--- config.mk ---
export PLATFORM = sky130hd
export DESIGN_NAME = palp_regs
export DESIGN_NICKNAME = d
export VERILOG_FILES = /design/src/include/palp_pkg.sv /design/src/core/palp_regs.sv
export VERILOG_INCLUDE_DIRS = /design/src /design/src/include
export SDC_FILE = /design/constraint.sdc
export NUM_CORES = 1
export LEC_CHECK = 0
export ABC_AREA = 1
export BUFFER_PORTS_ARGS = -buffer_cell sky130_fd_sc_hd__clkbuf_2
export CELL_PAD_IN_SITES_DETAIL_PLACEMENT = 0
export CELL_PAD_IN_SITES_GLOBAL_PLACEMENT = 1
export CORE_MARGIN = 3
export CORE_UTILIZATION = 47
export DETAILED_ROUTE_END_ITERATION = 12
export GPL_ROUTABILITY_DRIVEN = 0
export PLACE_DENSITY_LB_ADDON = 0.1
export SYNTH_ARGS = -nofsm -noshare
export SYNTH_HDL_FRONTEND = slang
export SYNTH_SLANG_ARGS = --single-unit
--- constraint.sdc ---
create_clock -name sys_clk -period 6.1 [get_ports sys_clk]
set_clock_uncertainty 0.15 [all_clocks]
set_input_delay 0.61 -clock sys_clk [delete_from_list [all_inputs] [get_ports sys_clk]]
set_output_delay 0.61 -clock sys_clk [all_outputs]
set_load 0.02 [all_outputs]
--- src/include/palp_consts.svh ---
// Offsets, field positions, reset values and timing counts of the port register set.
// Assumes a 10 MHz system clock; included by the package users by bare name.
`ifndef PALP_CONSTS_SVH
`define PALP_CONSTS_SVH
`define PALP_OFS_FIBER_CTRL 5'h10
`define PALP_OFS_GOOD_CRC 5'h12
`define PALP_OFS_AUX 5'h1C
`define PALP_OFS_LED_MODE 5'h1D
`define PALP_OFS_LED_BEHAV 5'h1E
`define PALP_OFS_PAGE 5'h1F
`define PALP_PAGE_MAIN 16'h0000
`define PALP_PAGE_EXT1 16'h0001
`define PALP_PAGE_EXT3 16'h0003
`define PALP_PAGE_GPIO 16'h0010
`define PALP_LED_MODE_RST 16'h8021
`define PALP_LED_BEHAV_RST 16'h0400
`define PALP_LED_BEHAV_MASK 16'h1C63
`define PALP_AUX_STICKY_RST 3'h1
`define PALP_FIBER_ALLOW_RST 2'h3
`define PALP_CRC_MODULUS 14'h270F
`define PALP_CLK_HZ 10000000
`define PALP_PULSE_HZ 5000
`define PALP_PULSE_CYC (`PALP_CLK_HZ / `PALP_PULSE_HZ)
// Half period of the fastest (20 Hz) blink in ms; slower rates double it.
`define PALP_BLINK_BASE_MS 25
`define PALP_STRETCH_BASE_MS 50
`define PALP_MS_CYC (`PALP_CLK_HZ / 1000)
`endif

--- src/include/palp_pkg.sv ---
// Types of the port register set: link status carrier and page codes.
// Assumes palp_consts.svh holds the numbers.
package palp_pkg;
  typedef struct packed {
    logic anComplete;
    logic anEnable;
    logic crossover;
    logic pairCdSwap;
    logic [3:0] polaritySwap;
    logic duplexStatus;
    logic [1:0] speed;
    logic [1:0] media;
  } palp_link_type;
  typedef enum logic [3:0] {
    PG_MAIN = 4'h1,
    PG_EXT1 = 4'h2,
    PG_EXTO = 4'h4,
    PG_GPIO = 4'h8
  } palp_page_type;
endpackage

--- src/core/palp_regs.sv ---
// Per-port management registers: auxiliary status, LED control, page select,
// fiber media control and good-CRC counter, plus the LED blink and pulse timing.
// Assumes a 10 MHz clock and a single-cycle strobe register port from the station manager.
`timescale 1ns/1ps
`include "palp_consts.svh"
module palp_regs #(
  parameter bit IS_PORT0 = 1'b1,
  parameter bit HAS_FIBER = 1'b0
) (
  // Clock and reset
  input wire logic sys_clk,
  input wire logic rstn,
  // Register port
  input wire logic [4:0] regAddr,
  input wire logic [15:0] regWrData,
  input wire logic regWrite,
  input wire logic regRead,
  output logic [15:0] regRdData,
  // Software reset, register 0 bit 15 of the standard block
  input wire logic softReset,
  // Link state from the transceiver core
  input wire palp_pkg::palp_link_type linkState,
  input wire logic goodCrcPacket,
  input wire logic farEndFault,
  input wire logic [1:0] partnerRemoteFault,
  // Standard-space decode for registers 0-15 and other pages
  output logic stdSpaceSel,
  output logic gpioPageSel,
  // Rate taken from port 0 and used by every port
  input wire logic [1:0] globalRate,
  output logic [1:0] localRate,
  // LED activity inputs
  input wire logic [3:0] ledActive,
  input wire logic [1:0] ledActivity,
  input wire logic [1:0] ledCombineTerm,
  output logic [3:0] ledOut,
  // Controls toward the core
  output logic [15:0] ledModeSel,
  output logic lowPowerEnable,
  output logic [1:0] lowPowerTimeout,
  output logic [1:0] txRemoteFault,
  output logic allowFiber1000,
  output logic allowFiber100,
  output logic [1:0] combineDisable,
  output logic [15:0] pageValue
);
  logic [15:0] pageQ;
  logic [2:0] auxStickyQ;
  logic [15:0] ledModeQ;
  logic [15:0] ledBehavQ;
  logic [1:0] txFaultQ;
  logic [1:0] fiberAllowQ;
  logic farFaultQ;
  logic crcSeenQ;
  logic [13:0] crcCountQ;
  logic [15:0] rdDataQ;
  logic [15:0] pulseCntQ;
  logic [23:0] blinkCntQ;
  logic blinkPhaseQ;
  palp_pkg::palp_page_type pageKind;

  // Page decode: GPIO page takes 0-30, extended pages only 16-30.
  wire isReg31 = (regAddr == `PALP_OFS_PAGE);
  wire upperReg = regAddr[4];
  assign pageKind = (pageQ == `PALP_PAGE_MAIN) ? palp_pkg::PG_MAIN :
                    (pageQ == `PALP_PAGE_EXT1) ? palp_pkg::PG_EXT1 :
                    (pageQ == `PALP_PAGE_GPIO) ? palp_pkg::PG_GPIO : palp_pkg::PG_EXTO;
  wire mainHit = !isReg31 && upperReg && (pageKind == palp_pkg::PG_MAIN);
  wire ext1Hit = !isReg31 && upperReg && (pageKind == palp_pkg::PG_EXT1);
  assign stdSpaceSel = !isReg31 && !upperReg && (pageKind != palp_pkg::PG_GPIO);
  assign gpioPageSel = !isReg31 && (pageKind == palp_pkg::PG_GPIO);
  assign pageValue = pageQ;

  wire selAux = mainHit && (regAddr == `PALP_OFS_AUX);
  wire selLedMode = mainHit && (regAddr == `PALP_OFS_LED_MODE);
  wire selLedBehav = mainHit && (regAddr == `PALP_OFS_LED_BEHAV);
  wire selFiber = ext1Hit && (regAddr == `PALP_OFS_FIBER_CTRL) && HAS_FIBER;
  wire selCrc = ext1Hit && (regAddr == `PALP_OFS_GOOD_CRC);

  wire [15:0] auxView = {linkState.anComplete, !linkState.anEnable,
                         linkState.crossover, linkState.pairCdSwap,
                         linkState.polaritySwap,
                         auxStickyQ[2], auxStickyQ[1],
                         linkState.duplexStatus,
                         linkState.speed,
                         auxStickyQ[0], linkState.media};
  wire [15:0] fiberView = {txFaultQ, partnerRemoteFault, 2'h0, fiberAllowQ, 1'b0, farFaultQ, 6'h00};
  wire [15:0] crcView = {crcSeenQ, 1'b0, crcCountQ};
  wire [15:0] rdMux = isReg31 ? pageQ :
                      selAux ? auxView :
                      selLedMode ? ledModeQ :
                      selLedBehav ? (ledBehavQ & `PALP_LED_BEHAV_MASK) :
                      selFiber ? fiberView :
                      selCrc ? crcView : 16'h0000;

  wire rdFiber = regRead && selFiber;
  wire rdCrc = regRead && selCrc;

  assign lowPowerTimeout = {auxStickyQ[2], auxStickyQ[0]};
  assign lowPowerEnable = auxStickyQ[1];
  assign ledModeSel = ledModeQ;
  assign localRate = ledBehavQ[11:10];
  assign combineDisable = ledBehavQ[1:0];
  assign txRemoteFault = HAS_FIBER ? txFaultQ : 2'h0;
  assign allowFiber1000 = HAS_FIBER && fiberAllowQ[1];
  assign allowFiber100 = HAS_FIBER && fiberAllowQ[0];
  assign regRdData = rdDataQ;

  // Page register and read data; page is not sticky and returns to main on software reset.
  always_ff @(posedge sys_clk or negedge rstn) begin
    if (!rstn) begin
      pageQ <= 16'h0000;
      rdDataQ <= 16'h0000;
    end else begin
      rdDataQ <= regRead ? rdMux : 16'h0000;
      if (softReset) begin
        pageQ <= `PALP_PAGE_MAIN;
      end else if (regWrite && isReg31) begin
        pageQ <= regWrData;
      end
    end
  end

  // Sticky fields see only the hardware reset, never softReset.
  always_ff @(posedge sys_clk or negedge rstn) begin
    if (!rstn) begin
      auxStickyQ <= `PALP_AUX_STICKY_RST;
      ledModeQ <= `PALP_LED_MODE_RST;
      ledBehavQ <= `PALP_LED_BEHAV_RST;
      fiberAllowQ <= `PALP_FIBER_ALLOW_RST;
    end else if (regWrite) begin
      if (selAux) begin
        auxStickyQ <= {regWrData[7], regWrData[6], regWrData[2]};
      end
      if (selLedMode) begin
        ledModeQ <= regWrData;
      end
      if (selLedBehav) begin
        ledBehavQ <= regWrData & `PALP_LED_BEHAV_MASK;
      end
      if (selFiber) begin
        fiberAllowQ <= regWrData[9:8];
      end
    end
  end

  // Non-sticky fiber fields and the event flags; an event in the read cycle wins.
  always_ff @(posedge sys_clk or negedge rstn) begin
    if (!rstn) begin
      txFaultQ <= 2'h0;
      farFaultQ <= 1'b0;
      crcSeenQ <= 1'b0;
      crcCountQ <= 14'h0000;
    end else begin
      if (softReset) begin
        txFaultQ <= 2'h0;
      end else if (regWrite && selFiber) begin
        txFaultQ <= regWrData[15:14];
      end
      farFaultQ <= (HAS_FIBER && farEndFault) || (farFaultQ && !rdFiber);
      crcSeenQ <= goodCrcPacket || (crcSeenQ && !rdCrc);
      if (goodCrcPacket) begin
        if (rdCrc || crcCountQ == `PALP_CRC_MODULUS) begin
          crcCountQ <= 14'h0001 & {14{rdCrc}};
        end else begin
          crcCountQ <= crcCountQ + 14'h0001;
        end
      end else if (rdCrc) begin
        crcCountQ <= 14'h0000;
      end
    end
  end

  // LED timing. The port 0 instance drives the shared rate.
  wire [1:0] effRate = IS_PORT0 ? ledBehavQ[11:10] : globalRate;
  wire [23:0] blinkHalf = 24'(`PALP_BLINK_BASE_MS * `PALP_MS_CYC) << (2'h3 - effRate);
  wire [23:0] stretchLen = 24'(`PALP_STRETCH_BASE_MS * `PALP_MS_CYC) << (2'h3 - effRate);
  wire pulseOn = pulseCntQ < 16'(`PALP_PULSE_CYC / 2);

  always_ff @(posedge sys_clk or negedge rstn) begin
    if (!rstn) begin
      pulseCntQ <= 16'h0000;
      blinkCntQ <= 24'h000000;
      blinkPhaseQ <= 1'b0;
    end else begin
      pulseCntQ <= (pulseCntQ == 16'(`PALP_PULSE_CYC - 1)) ? 16'h0000 : pulseCntQ + 16'h0001;
      if (blinkCntQ >= blinkHalf - 24'h000001) begin
        blinkCntQ <= 24'h000000;
        blinkPhaseQ <= !blinkPhaseQ;
      end else begin
        blinkCntQ <= blinkCntQ + 24'h000001;
      end
    end
  end

  // Activity shaping for LED0 and LED1; the other LEDs follow their active level.
  // Each slice keeps its own stretch state, so no variable has two writing processes.
  wire [3:0] ledNext;
  genvar g;
  generate
    for (g = 0; g < 2; g++) begin : gActivity
      logic [23:0] stretchCntQ;
      logic stretchQ;
      always_ff @(posedge sys_clk or negedge rstn) begin
        if (!rstn) begin
          stretchCntQ <= 24'h000000;
          stretchQ <= 1'b0;
        end else begin
          if (ledActivity[g]) begin
            stretchCntQ <= stretchLen;
          end else if (stretchCntQ != 24'h000000) begin
            stretchCntQ <= stretchCntQ - 24'h000001;
          end
          stretchQ <= ledActivity[g] || (stretchCntQ > 24'h000001);
        end
      end
      wire actShown = ledBehavQ[5 + g] ? stretchQ : (ledActivity[g] && blinkPhaseQ);
      wire combined = ledBehavQ[g] ? ledActive[g] : (ledActive[g] && !actShown) || ledCombineTerm[g];
      assign ledNext[g] = combined && (!ledBehavQ[12] || pulseOn);
    end
    for (g = 2; g < 4; g++) begin : gPlain
      assign ledNext[g] = ledActive[g] && (!ledBehavQ[12] || pulseOn);
    end
  endgenerate

  // One register stage for all four LEDs, so the pins never show decode glitches.
  always_ff @(posedge sys_clk or negedge rstn) begin
    if (!rstn) begin
      ledOut <= 4'h0;
    end else begin
      ledOut <= ledNext;
    end
  end

  a_aux_mirror: assert property (@(posedge sys_clk) disable iff (!rstn)
    regRead && selAux |=> regRdData[15:14] == $past({linkState.anComplete, !linkState.anEnable}))
    else $error("aux bits 15:14 do not mirror autonegotiation state");
  a_aux_status: assert property (@(posedge sys_clk) disable iff (!rstn)
    regRead && selAux |=> regRdData[13:8] == $past({linkState.crossover, linkState.pairCdSwap, linkState.polaritySwap}))
    else $error("aux pair status wrong");
  a_aux_speed: assert property (@(posedge sys_clk) disable iff (!rstn)
    regRead && selAux |=> regRdData[5:3] == $past({linkState.duplexStatus, linkState.speed}))
    else $error("aux duplex or speed wrong");
  a_aux_media: assert property (@(posedge sys_clk) disable iff (!rstn)
    regRead && selAux |=> regRdData[1:0] == $past(linkState.media))
    else $error("aux media wrong");
  a_sticky_keep: assert property (@(posedge sys_clk) disable iff (!rstn)
    softReset && !regWrite |=> $stable(ledModeQ) && $stable(auxStickyQ) && $stable(fiberAllowQ))
    else $error("sticky field changed on software reset");
  a_crc_wrap: assert property (@(posedge sys_clk) disable iff (!rstn)
    goodCrcPacket && !rdCrc && crcCountQ == 14'h270F |=> crcCountQ == 14'h0000)
    else $error("good CRC counter did not wrap");
  a_far_clear: assert property (@(posedge sys_clk) disable iff (!rstn)
    rdFiber && !farEndFault |=> !farFaultQ)
    else $error("far-end fault not cleared by read");
  a_page_low: assert property (@(posedge sys_clk) disable iff (!rstn)
    !regAddr[4] && pageKind != palp_pkg::PG_GPIO |-> stdSpaceSel)
    else $error("low registers left standard space");
  a_pulse_gate: assert property (@(posedge sys_clk) disable iff (!rstn)
    ledBehavQ[12] && !pulseOn |=> ledOut[3:2] == 2'b00)
    else $error("LED on outside pulse window");

  // Auxiliary register fields that the broad checks above do not single out.
  a_aux_negate: assert property (@(posedge sys_clk) disable iff (!rstn)
    regRead && selAux |=> regRdData[14] == !$past(linkState.anEnable))
    else $error("aux bit 14 is not the inverted enable");
  a_aux_polarity: assert property (@(posedge sys_clk) disable iff (!rstn)
    regRead && selAux |=> regRdData[11:8] == $past(linkState.polaritySwap))
    else $error("aux polarity bits wrong");
  a_aux_sticky: assert property (@(posedge sys_clk) disable iff (!rstn)
    regRead && selAux |=> {regRdData[7:6], regRdData[2]} == $past(auxStickyQ))
    else $error("aux low-power fields wrong");
  a_aux_duplex: assert property (@(posedge sys_clk) disable iff (!rstn)
    regRead && selAux |=> regRdData[5] == $past(linkState.duplexStatus))
    else $error("aux duplex bit wrong");

  // LED control and timing.
  a_led_mode: assert property (@(posedge sys_clk) disable iff (!rstn)
    regWrite && selLedMode |=> ledModeQ == $past(regWrData))
    else $error("LED mode write lost");
  a_pulse_pass: assert property (@(posedge sys_clk) disable iff (!rstn)
    !ledBehavQ[12] |=> ledOut[3:2] == $past(ledActive[3:2]))
    else $error("steady LED does not follow its level");
  a_pulse_period: assert property (@(posedge sys_clk) disable iff (!rstn)
    pulseCntQ == 16'(`PALP_PULSE_CYC - 1) |=> pulseCntQ == 16'h0000)
    else $error("pulse period counter did not wrap");
  a_behav_write: assert property (@(posedge sys_clk) disable iff (!rstn)
    regWrite && selLedBehav |=> ledBehavQ == ($past(regWrData) & `PALP_LED_BEHAV_MASK))
    else $error("LED behaviour write wrong");
  a_blink_wrap: assert property (@(posedge sys_clk) disable iff (!rstn)
    blinkCntQ >= blinkHalf - 24'h000001 |=> blinkCntQ == 24'h000000)
    else $error("blink counter did not restart");
  a_rate_fast: assert property (@(posedge sys_clk) disable iff (!rstn)
    IS_PORT0 && ledBehavQ[11:10] == 2'h3 |-> blinkHalf == 24'h03D090)
    else $error("port 0 rate field not applied");
  a_led0_stretch: assert property (@(posedge sys_clk) disable iff (!rstn)
    ledActivity[0] |=> gActivity[0].stretchQ)
    else $error("LED0 activity not stretched");
  a_led1_stretch: assert property (@(posedge sys_clk) disable iff (!rstn)
    ledActivity[1] |=> gActivity[1].stretchQ)
    else $error("LED1 activity not stretched");
  a_combine_off: assert property (@(posedge sys_clk) disable iff (!rstn)
    ledBehavQ[0] && !ledBehavQ[12] |=> ledOut[0] == $past(ledActive[0]))
    else $error("LED0 combining not disabled");

  // Page selection.
  a_page_write: assert property (@(posedge sys_clk) disable iff (!rstn)
    regWrite && isReg31 && !softReset |=> pageQ == $past(regWrData))
    else $error("page write lost");
  a_gpio_sel: assert property (@(posedge sys_clk) disable iff (!rstn)
    pageKind == palp_pkg::PG_GPIO && !isReg31 |-> gpioPageSel && !stdSpaceSel)
    else $error("GPIO page decode wrong");
  a_page_main: assert property (@(posedge sys_clk) disable iff (!rstn)
    regWrite && isReg31 && regWrData == 16'h0000 |=> pageKind == palp_pkg::PG_MAIN)
    else $error("zero write did not restore main page");
  a_page_soft: assert property (@(posedge sys_clk) disable iff (!rstn)
    softReset |=> pageQ == 16'h0000)
    else $error("software reset kept the page");

  // Fiber control, event counters and idle read data.
  a_fiber_inert: assert property (@(posedge sys_clk) disable iff (!rstn)
    !HAS_FIBER |-> txRemoteFault == 2'h0 && !allowFiber1000 && !allowFiber100)
    else $error("fiber control active on copper port");
  a_tx_fault: assert property (@(posedge sys_clk) disable iff (!rstn)
    regWrite && selFiber && !softReset |=> txFaultQ == $past(regWrData[15:14]))
    else $error("remote fault write lost");
  a_lp_fault: assert property (@(posedge sys_clk) disable iff (!rstn)
    regRead && selFiber |=> regRdData[13:12] == $past(partnerRemoteFault))
    else $error("partner remote fault read wrong");
  a_allow_write: assert property (@(posedge sys_clk) disable iff (!rstn)
    regWrite && selFiber |=> fiberAllowQ == $past(regWrData[9:8]))
    else $error("link-up allow write lost");
  a_far_set: assert property (@(posedge sys_clk) disable iff (!rstn)
    HAS_FIBER && farEndFault |=> farFaultQ)
    else $error("far-end fault not captured");
  a_crc_count: assert property (@(posedge sys_clk) disable iff (!rstn)
    goodCrcPacket && !rdCrc && crcCountQ != `PALP_CRC_MODULUS |=> crcCountQ == $past(crcCountQ) + 14'h0001)
    else $error("good CRC counter did not step");
  a_crc_flag: assert property (@(posedge sys_clk) disable iff (!rstn)
    goodCrcPacket |=> crcSeenQ)
    else $error("packet flag not set");
  a_crc_clear: assert property (@(posedge sys_clk) disable iff (!rstn)
    rdCrc && !goodCrcPacket |=> crcCountQ == 14'h0000 && !crcSeenQ)
    else $error("good CRC counter not cleared by read");
  a_rd_idle: assert property (@(posedge sys_clk) disable iff (!rstn)
    !regRead |=> regRdData == 16'h0000)
    else $error("read data outside its cycle");
endmodule

# --- Word level (Yosys, flattened, before mapping) ---
# Cells that the tools add are included.
totals:
  regBits: 168
  latch_bits: 0
  mem_bits_rw: 0
  rom_bits: 0
  in_bits: 53
  word_cells: 111
  memories: 0
classes:
  addsub: 7
  multipliers: 0
  n_div: 0
  order_cmp: 4
  eq_ne: 13
  shifts: 2
  n_mux: 24
  bitwise_logic: 0
  n_reduce_logical: 46
op_table:
  columns: ["op", "n"]
  rows:
  - ["$mux 16", 9]
  - ["$mux 24", 5]
  - ["$sub 24x1->24 const B", 3]
  - ["$gt 24x1->1 const B", 2]
  - ["$reduce_bool 24->1", 2]
  - ["$mux 14", 3]
  - ["$eq 5x5->1 const B", 5]
  - ["$add 24x1->24 const B", 1]
  - ["$ge 24x24->1", 1]
  - ["$shl 18x2->24 const A", 1]
  - ["$shl 19x2->24 const A", 1]
  - ["$logic_and 1x1->1", 21]
  - ["$add 16x1->16 const B", 1]
  - ["$eq 16x1->1 const B", 1]
  - ["$eq 16x11->1 const B", 1]
  - ["$eq 16x5->1 const B", 1]
  - ["$logic_not 16->1", 1]
  - ["$lt 16x10->1 const B", 1]
  - ["$add 14x1->14 const B", 1]
  - ["$eq 14x14->1 const B", 1]
  - ["$mux 4", 3]
  - ["$logic_not 1->1", 8]
  - ["$reduce_bool 2->1", 4]
  - ["$logic_or 1x1->1", 7]
  - ["7 further kinds", 12]

# --- Logic depth before layout (Yosys ltp) ---
logic_depth:
  ltp_word: 13
  depth_mapped: 14
  ltp_nobuf: 14

# --- Worst setup path before layout ---
# OpenSTA, ideal clock, no wires.
synth_timing:
  kind: "reg2reg"
  start: "register ledBehavQ[10]"
  end: "register blinkCntQ[17]"
  t_arrival_ns: 2.229
  t_required_ns: 5.879
  setup_slack_ns: 3.650
  path_stages_with_launch: 15
  n_path_buf: 1
  path_cell_list: "dfstp_2 > inv_1 > ha_1 > inv_1 > nand2_1 > a21oi_1 > ha_1 > nand2_1 > inv_1 > o21ai_0 > nand2_1 > a21oi_1 > nand3_1 > buf_2 > nor2_1"
synth_via:
  elab_chain_cells: 5
synth_lines:
  columns: ["item", "line_no", "text"]
  rows:
  - ["from (decl)", "palp_regs.sv:50", "logic [15:0] ledBehavQ;"]
  - ["from (signal assigned)", "palp_regs.sv:129", "ledBehavQ <= `PALP_LED_BEHAV_RST;"]
  - ["from (signal assigned)", "palp_regs.sv:139", "ledBehavQ <= regWrData & `PALP_LED_BEHAV_MASK;"]
  - ["$sub 2x2->2", "palp_regs.sv:176", "wire [23:0] blinkHalf = 24'(`PALP_BLINK_BASE_MS * `PALP_MS_CYC) << (2'h3 - effRate);"]
  - ["$shl 18x2->24", "palp_regs.sv:176", null]
  - ["$sub 24x1->24", "palp_regs.sv:187", "if (blinkCntQ >= blinkHalf - 24'h000001) begin"]
  - ["$ge 24x24->1", "palp_regs.sv:187", null]
  - ["$mux 24", "palp_regs.sv:187", null]
  - ["to (signal assigned)", "palp_regs.sv:191", "blinkCntQ <= blinkCntQ + 24'h000001;"]
  - ["to (decl)", "palp_regs.sv:58", "logic [23:0] blinkCntQ;"]
# No other way between the ends.
# A chain may end at the register's enable or synchronous reset.

# --- Worst setup path in the final report ---
layout_timing:
  start: "register ledBehavQ[11]"
  end: "register blinkCntQ[2]"
# The elaborated chain is that of the path after synthesis.

==> results.cfg <==
[routing]
num_vias = 8573
ant_nets = 0
viasPerCell = 5.21
totalWireLength_um = 26300
wl_per_cell_um = 16.0
drcViolationCount = 0
first_iter_violations = 412
drt_pass1_iterations = 7

[logic_synthesis]
synthFlopType = dfrtp_1
yosysMostFrequentCell = nand2_1
yosys-top-cells-area = dfrtp_1 (42%), nand2_1 (9.6%), nor2_1 (6.9%)
synth-edff-count = 0
synth_area_mm2 = 0.00963
synth_cell_types = 41
ys_ff_latch = 168
netlist_top_cells_count = nand2_1 (245), nor2_1 (176), inv_1 (164)
synthCells = 1264
synth_top_area_frac = 0.424
async_flop_share = 1.00
yosysWarnings = 0
synth_seq_area_share = 0.437
avgSynthCellArea_um2 = 7.62
yosysTopAreaCell = dfrtp_1

[layout]
n_fill_cell = 1914
fin_cells = 1644
synthToLayoutAreaGrowth_pct = 13.8
diodes = 0
layout-drive-gt1-share = 0.124
final_cell_area_mm2 = 0.0110
finish.net_count = 1454

[global_route]
grt_overflow = 0
grt_max_degree = 61
grt_pass1_wl_um = 43600
antenna_found_initial = 0
grt_pass1_vias = 8525
grt_usage = 0.245

[power_and_ir_drop]
power_density_mw_per_mm2 = 264
irDropWorstVdd_mv = 0.171
p_leak_uw = 0.00559

[die]
start_util = 0.487
dieWidth_um = 149
core_region_area_mm2 = 0.0198
dieArea_mm2 = 0.0222
rows = 51
num_io_pins = 118
chipHeight_um = 149

[clock_network]
root_buffer = clkbuf_16
cts-buffers-inserted = 17
cts_htree_levels = 4
clk_latency_ns = 0.43
cts.sinks = 168
clock_tree.buffer_depth = 2
cts_tree = done
clkSlewWorstSetupHoldPaths_ns = 0.07
postCtsSetupBuffers = 0

[worst_setup_path]
path_max_fanout = 25
cp_data_arrival_time_ns = 3.72
ff2ff_path_depth = 11
slowest_delay_ns = 0.74
path_class = register to register
cp.required_ns = 6.27
cp-start-kind = register
critPathCaptureType = register
path_cells = inv_1 > ha_1 > a21oi_1 > ha_1 > nand2_1 > inv_1 > o21ai_0 > nand2_1 > a21oi_1 > nand3_1 > nor3_1
cp_slowest_cell = dfrtp_1

[sta]
tns_ns = 0
final.setup.worst_slack_ns = 2.56
clock.fmax_ghz = 0.282
tightestPinTransition_ns = 1.02
slew_violations = 0
slew_headroom = 0.318
rsz0062_at_grt = no
hold_viol = 0
setup_viol = 0
fin_crit_ns = 3.54
finalCritPeriodShare = 0.581
finalHoldWorstSlack_ns = 0.210

[placement]
pre_cts_ws_ns = 2.50
port_buffers = 108
place_inst = 1611
place_area_mm2 = 0.0104
hpwl_um = 19300

[worst_hold_path]
min_path_cells = 3
hold_path_class = input pin to register

[status]
outcome = finished, final reports clean

[job]
cap_violations = 0
logic make-up after synthesis:
| kind of cell | synth area share |
|---|---|
| AO/OA/AOI/OAI | 0.0909 |
| XOR/XNOR | 0.0455 |
| adder cells (fa/ha/maj) | 0.0455 |
| buffers and inverters | 0.0850 |
| flip-flops | 0.437 |
| other | 0.000780 |
| AND/OR/NAND/NOR | 0.295 |
repair_timing:
| action | CTS | global route |
|---|---|---|
| endpoints found under the hold margin | 48 | 0 |
| gates resized for setup | 0 | 0 |
| hold buffers | 1 | 0 |
placed cells by master, fill, tap and decap left out, types with 2 or more instances in the layout:
| cell type | synthesis | layout |
|---|---|---|
| xor2_1 | 36 | 36 |
| dfrtp_1 | 163 | 163 |
| nand2_2 | 4 | 4 |
| clkbuf_1 | 12 | 2 |
| nor3b_1 | 4 | 4 |
| nand2_1 | 245 | 245 |
| nor2_2 | 2 | 2 |
| xnor2_1 | 14 | 14 |
| or2_2 | 3 | 3 |
| nor3_1 | 44 | 44 |
| o2111ai_1 | 2 | 2 |
| o21bai_1 | 2 | 2 |
| nor2_1 | 176 | 176 |
| o22ai_1 | 11 | 11 |
| nand3_1 | 95 | 95 |
| buf_4 | 9 | 2 |
| clkinvlp_4 | 0 | 2 |
| o21ai_1 | 40 | 40 |
| o211ai_1 | 4 | 4 |
| o21a_1 | 2 | 2 |
| inv_2 | 7 | 7 |
| ha_1 | 35 | 35 |
| o21ai_0 | 67 | 67 |
| a21oi_1 | 27 | 27 |
| inv_1 | 164 | 164 |
| nor2_4 | 4 | 4 |
| nor4_1 | 5 | 5 |
| conb_1 | 2 | 8 |
| clkbuf_16 | 0 | 17 |
| dfstp_2 | 5 | 5 |
| nand4_1 | 55 | 55 |
| clkinv_4 | 0 | 5 |
| clkinv_2 | 0 | 2 |
| clkbuf_2 | 0 | 107 |
| o31ai_1 | 3 | 3 |
| bufinv_16 | 0 | 2 |
metal layers:
layer,vias to the layer above,GRT usage,share of wire
li1,4330,-,-
met1,3982,0.338,0.46
met2,226,0.390,0.46
met3,35,0.0520,0.060
met4,0,0.0760,0.019
met5,-,0,0
final timing paths:
path                                               end     startpoint  slack (ns)
max in group asynchronous                 ledBehavQ[0]           rstn        4.11
max reg2reg                               blinkCntQ[2]  ledBehavQ[11]        2.56
max                                       blinkCntQ[2]  ledBehavQ[11]        2.56
min                                          ledOut[2]   ledActive[2]        0.21
min reg2reg                               pulseCntQ[0]   pulseCntQ[0]        0.31
min in group asynchronous  gActivity[1].stretchCntQ[5]           rstn        0.53
through the flow:
| step | utilization | total power [uW] |
|---|---|---|
| after detailed placement | 0.524 | 1820 |
| after global placement | 0.524 | 1820 |
| after CTS | 0.554 | 2920 |
| after floorplan | - | 1650 |
| final | 0.554 | 2890 |
| after global routing | 0.554 | 3050 |
critical path: cells and delay by family (launching register included):
| family | cells | cell delay, ns |
|---|---|---|
| flops | 1 | 0.74 |
| buf+inv | 2 | 0.24 |
| fa+ha+maj | 2 | 0.57 |
| compound gates | 3 | 0.48 |
| simple gates | 4 | 1.24 |
power by group:
group          total [uW]  leakage (uW)  switching (uW)  internal (uW)
clock                1080      0.000279             475            609
sequential           1300       0.00219             101           1200
combinational         504       0.00312             340            164
state kept, by name, indices dropped and copies added (netlist names):
register,cells
gActivity.stretchCntQ,48
blinkCntQ,24
ledModeSel,16
pageValue,16
pulseCntQ,16
regRdData,16
crcCountQ,14
ledBehavQ,7
ledOut,4
auxStickyQ,3
gActivity.stretchQ,2
blinkPhaseQ,1
crcSeenQ,1
final cells by class:
class | count | area, um2 | share of cell area
Clock buffer | 19 | 433 | 0.0395
Clock inverter | 13 | 149 | 0.0136
Inverter | 171 | 642 | 0.0586
Multi-Input combinational cell | 897 | 4620 | 0.422
Sequential cell | 168 | 4210 | 0.384
Tap cell | 265 | 332 | 0.0303
Timing Repair Buffer | 111 | 572 | 0.0522
Note: power is estimated with default switching activity, not from simulation.
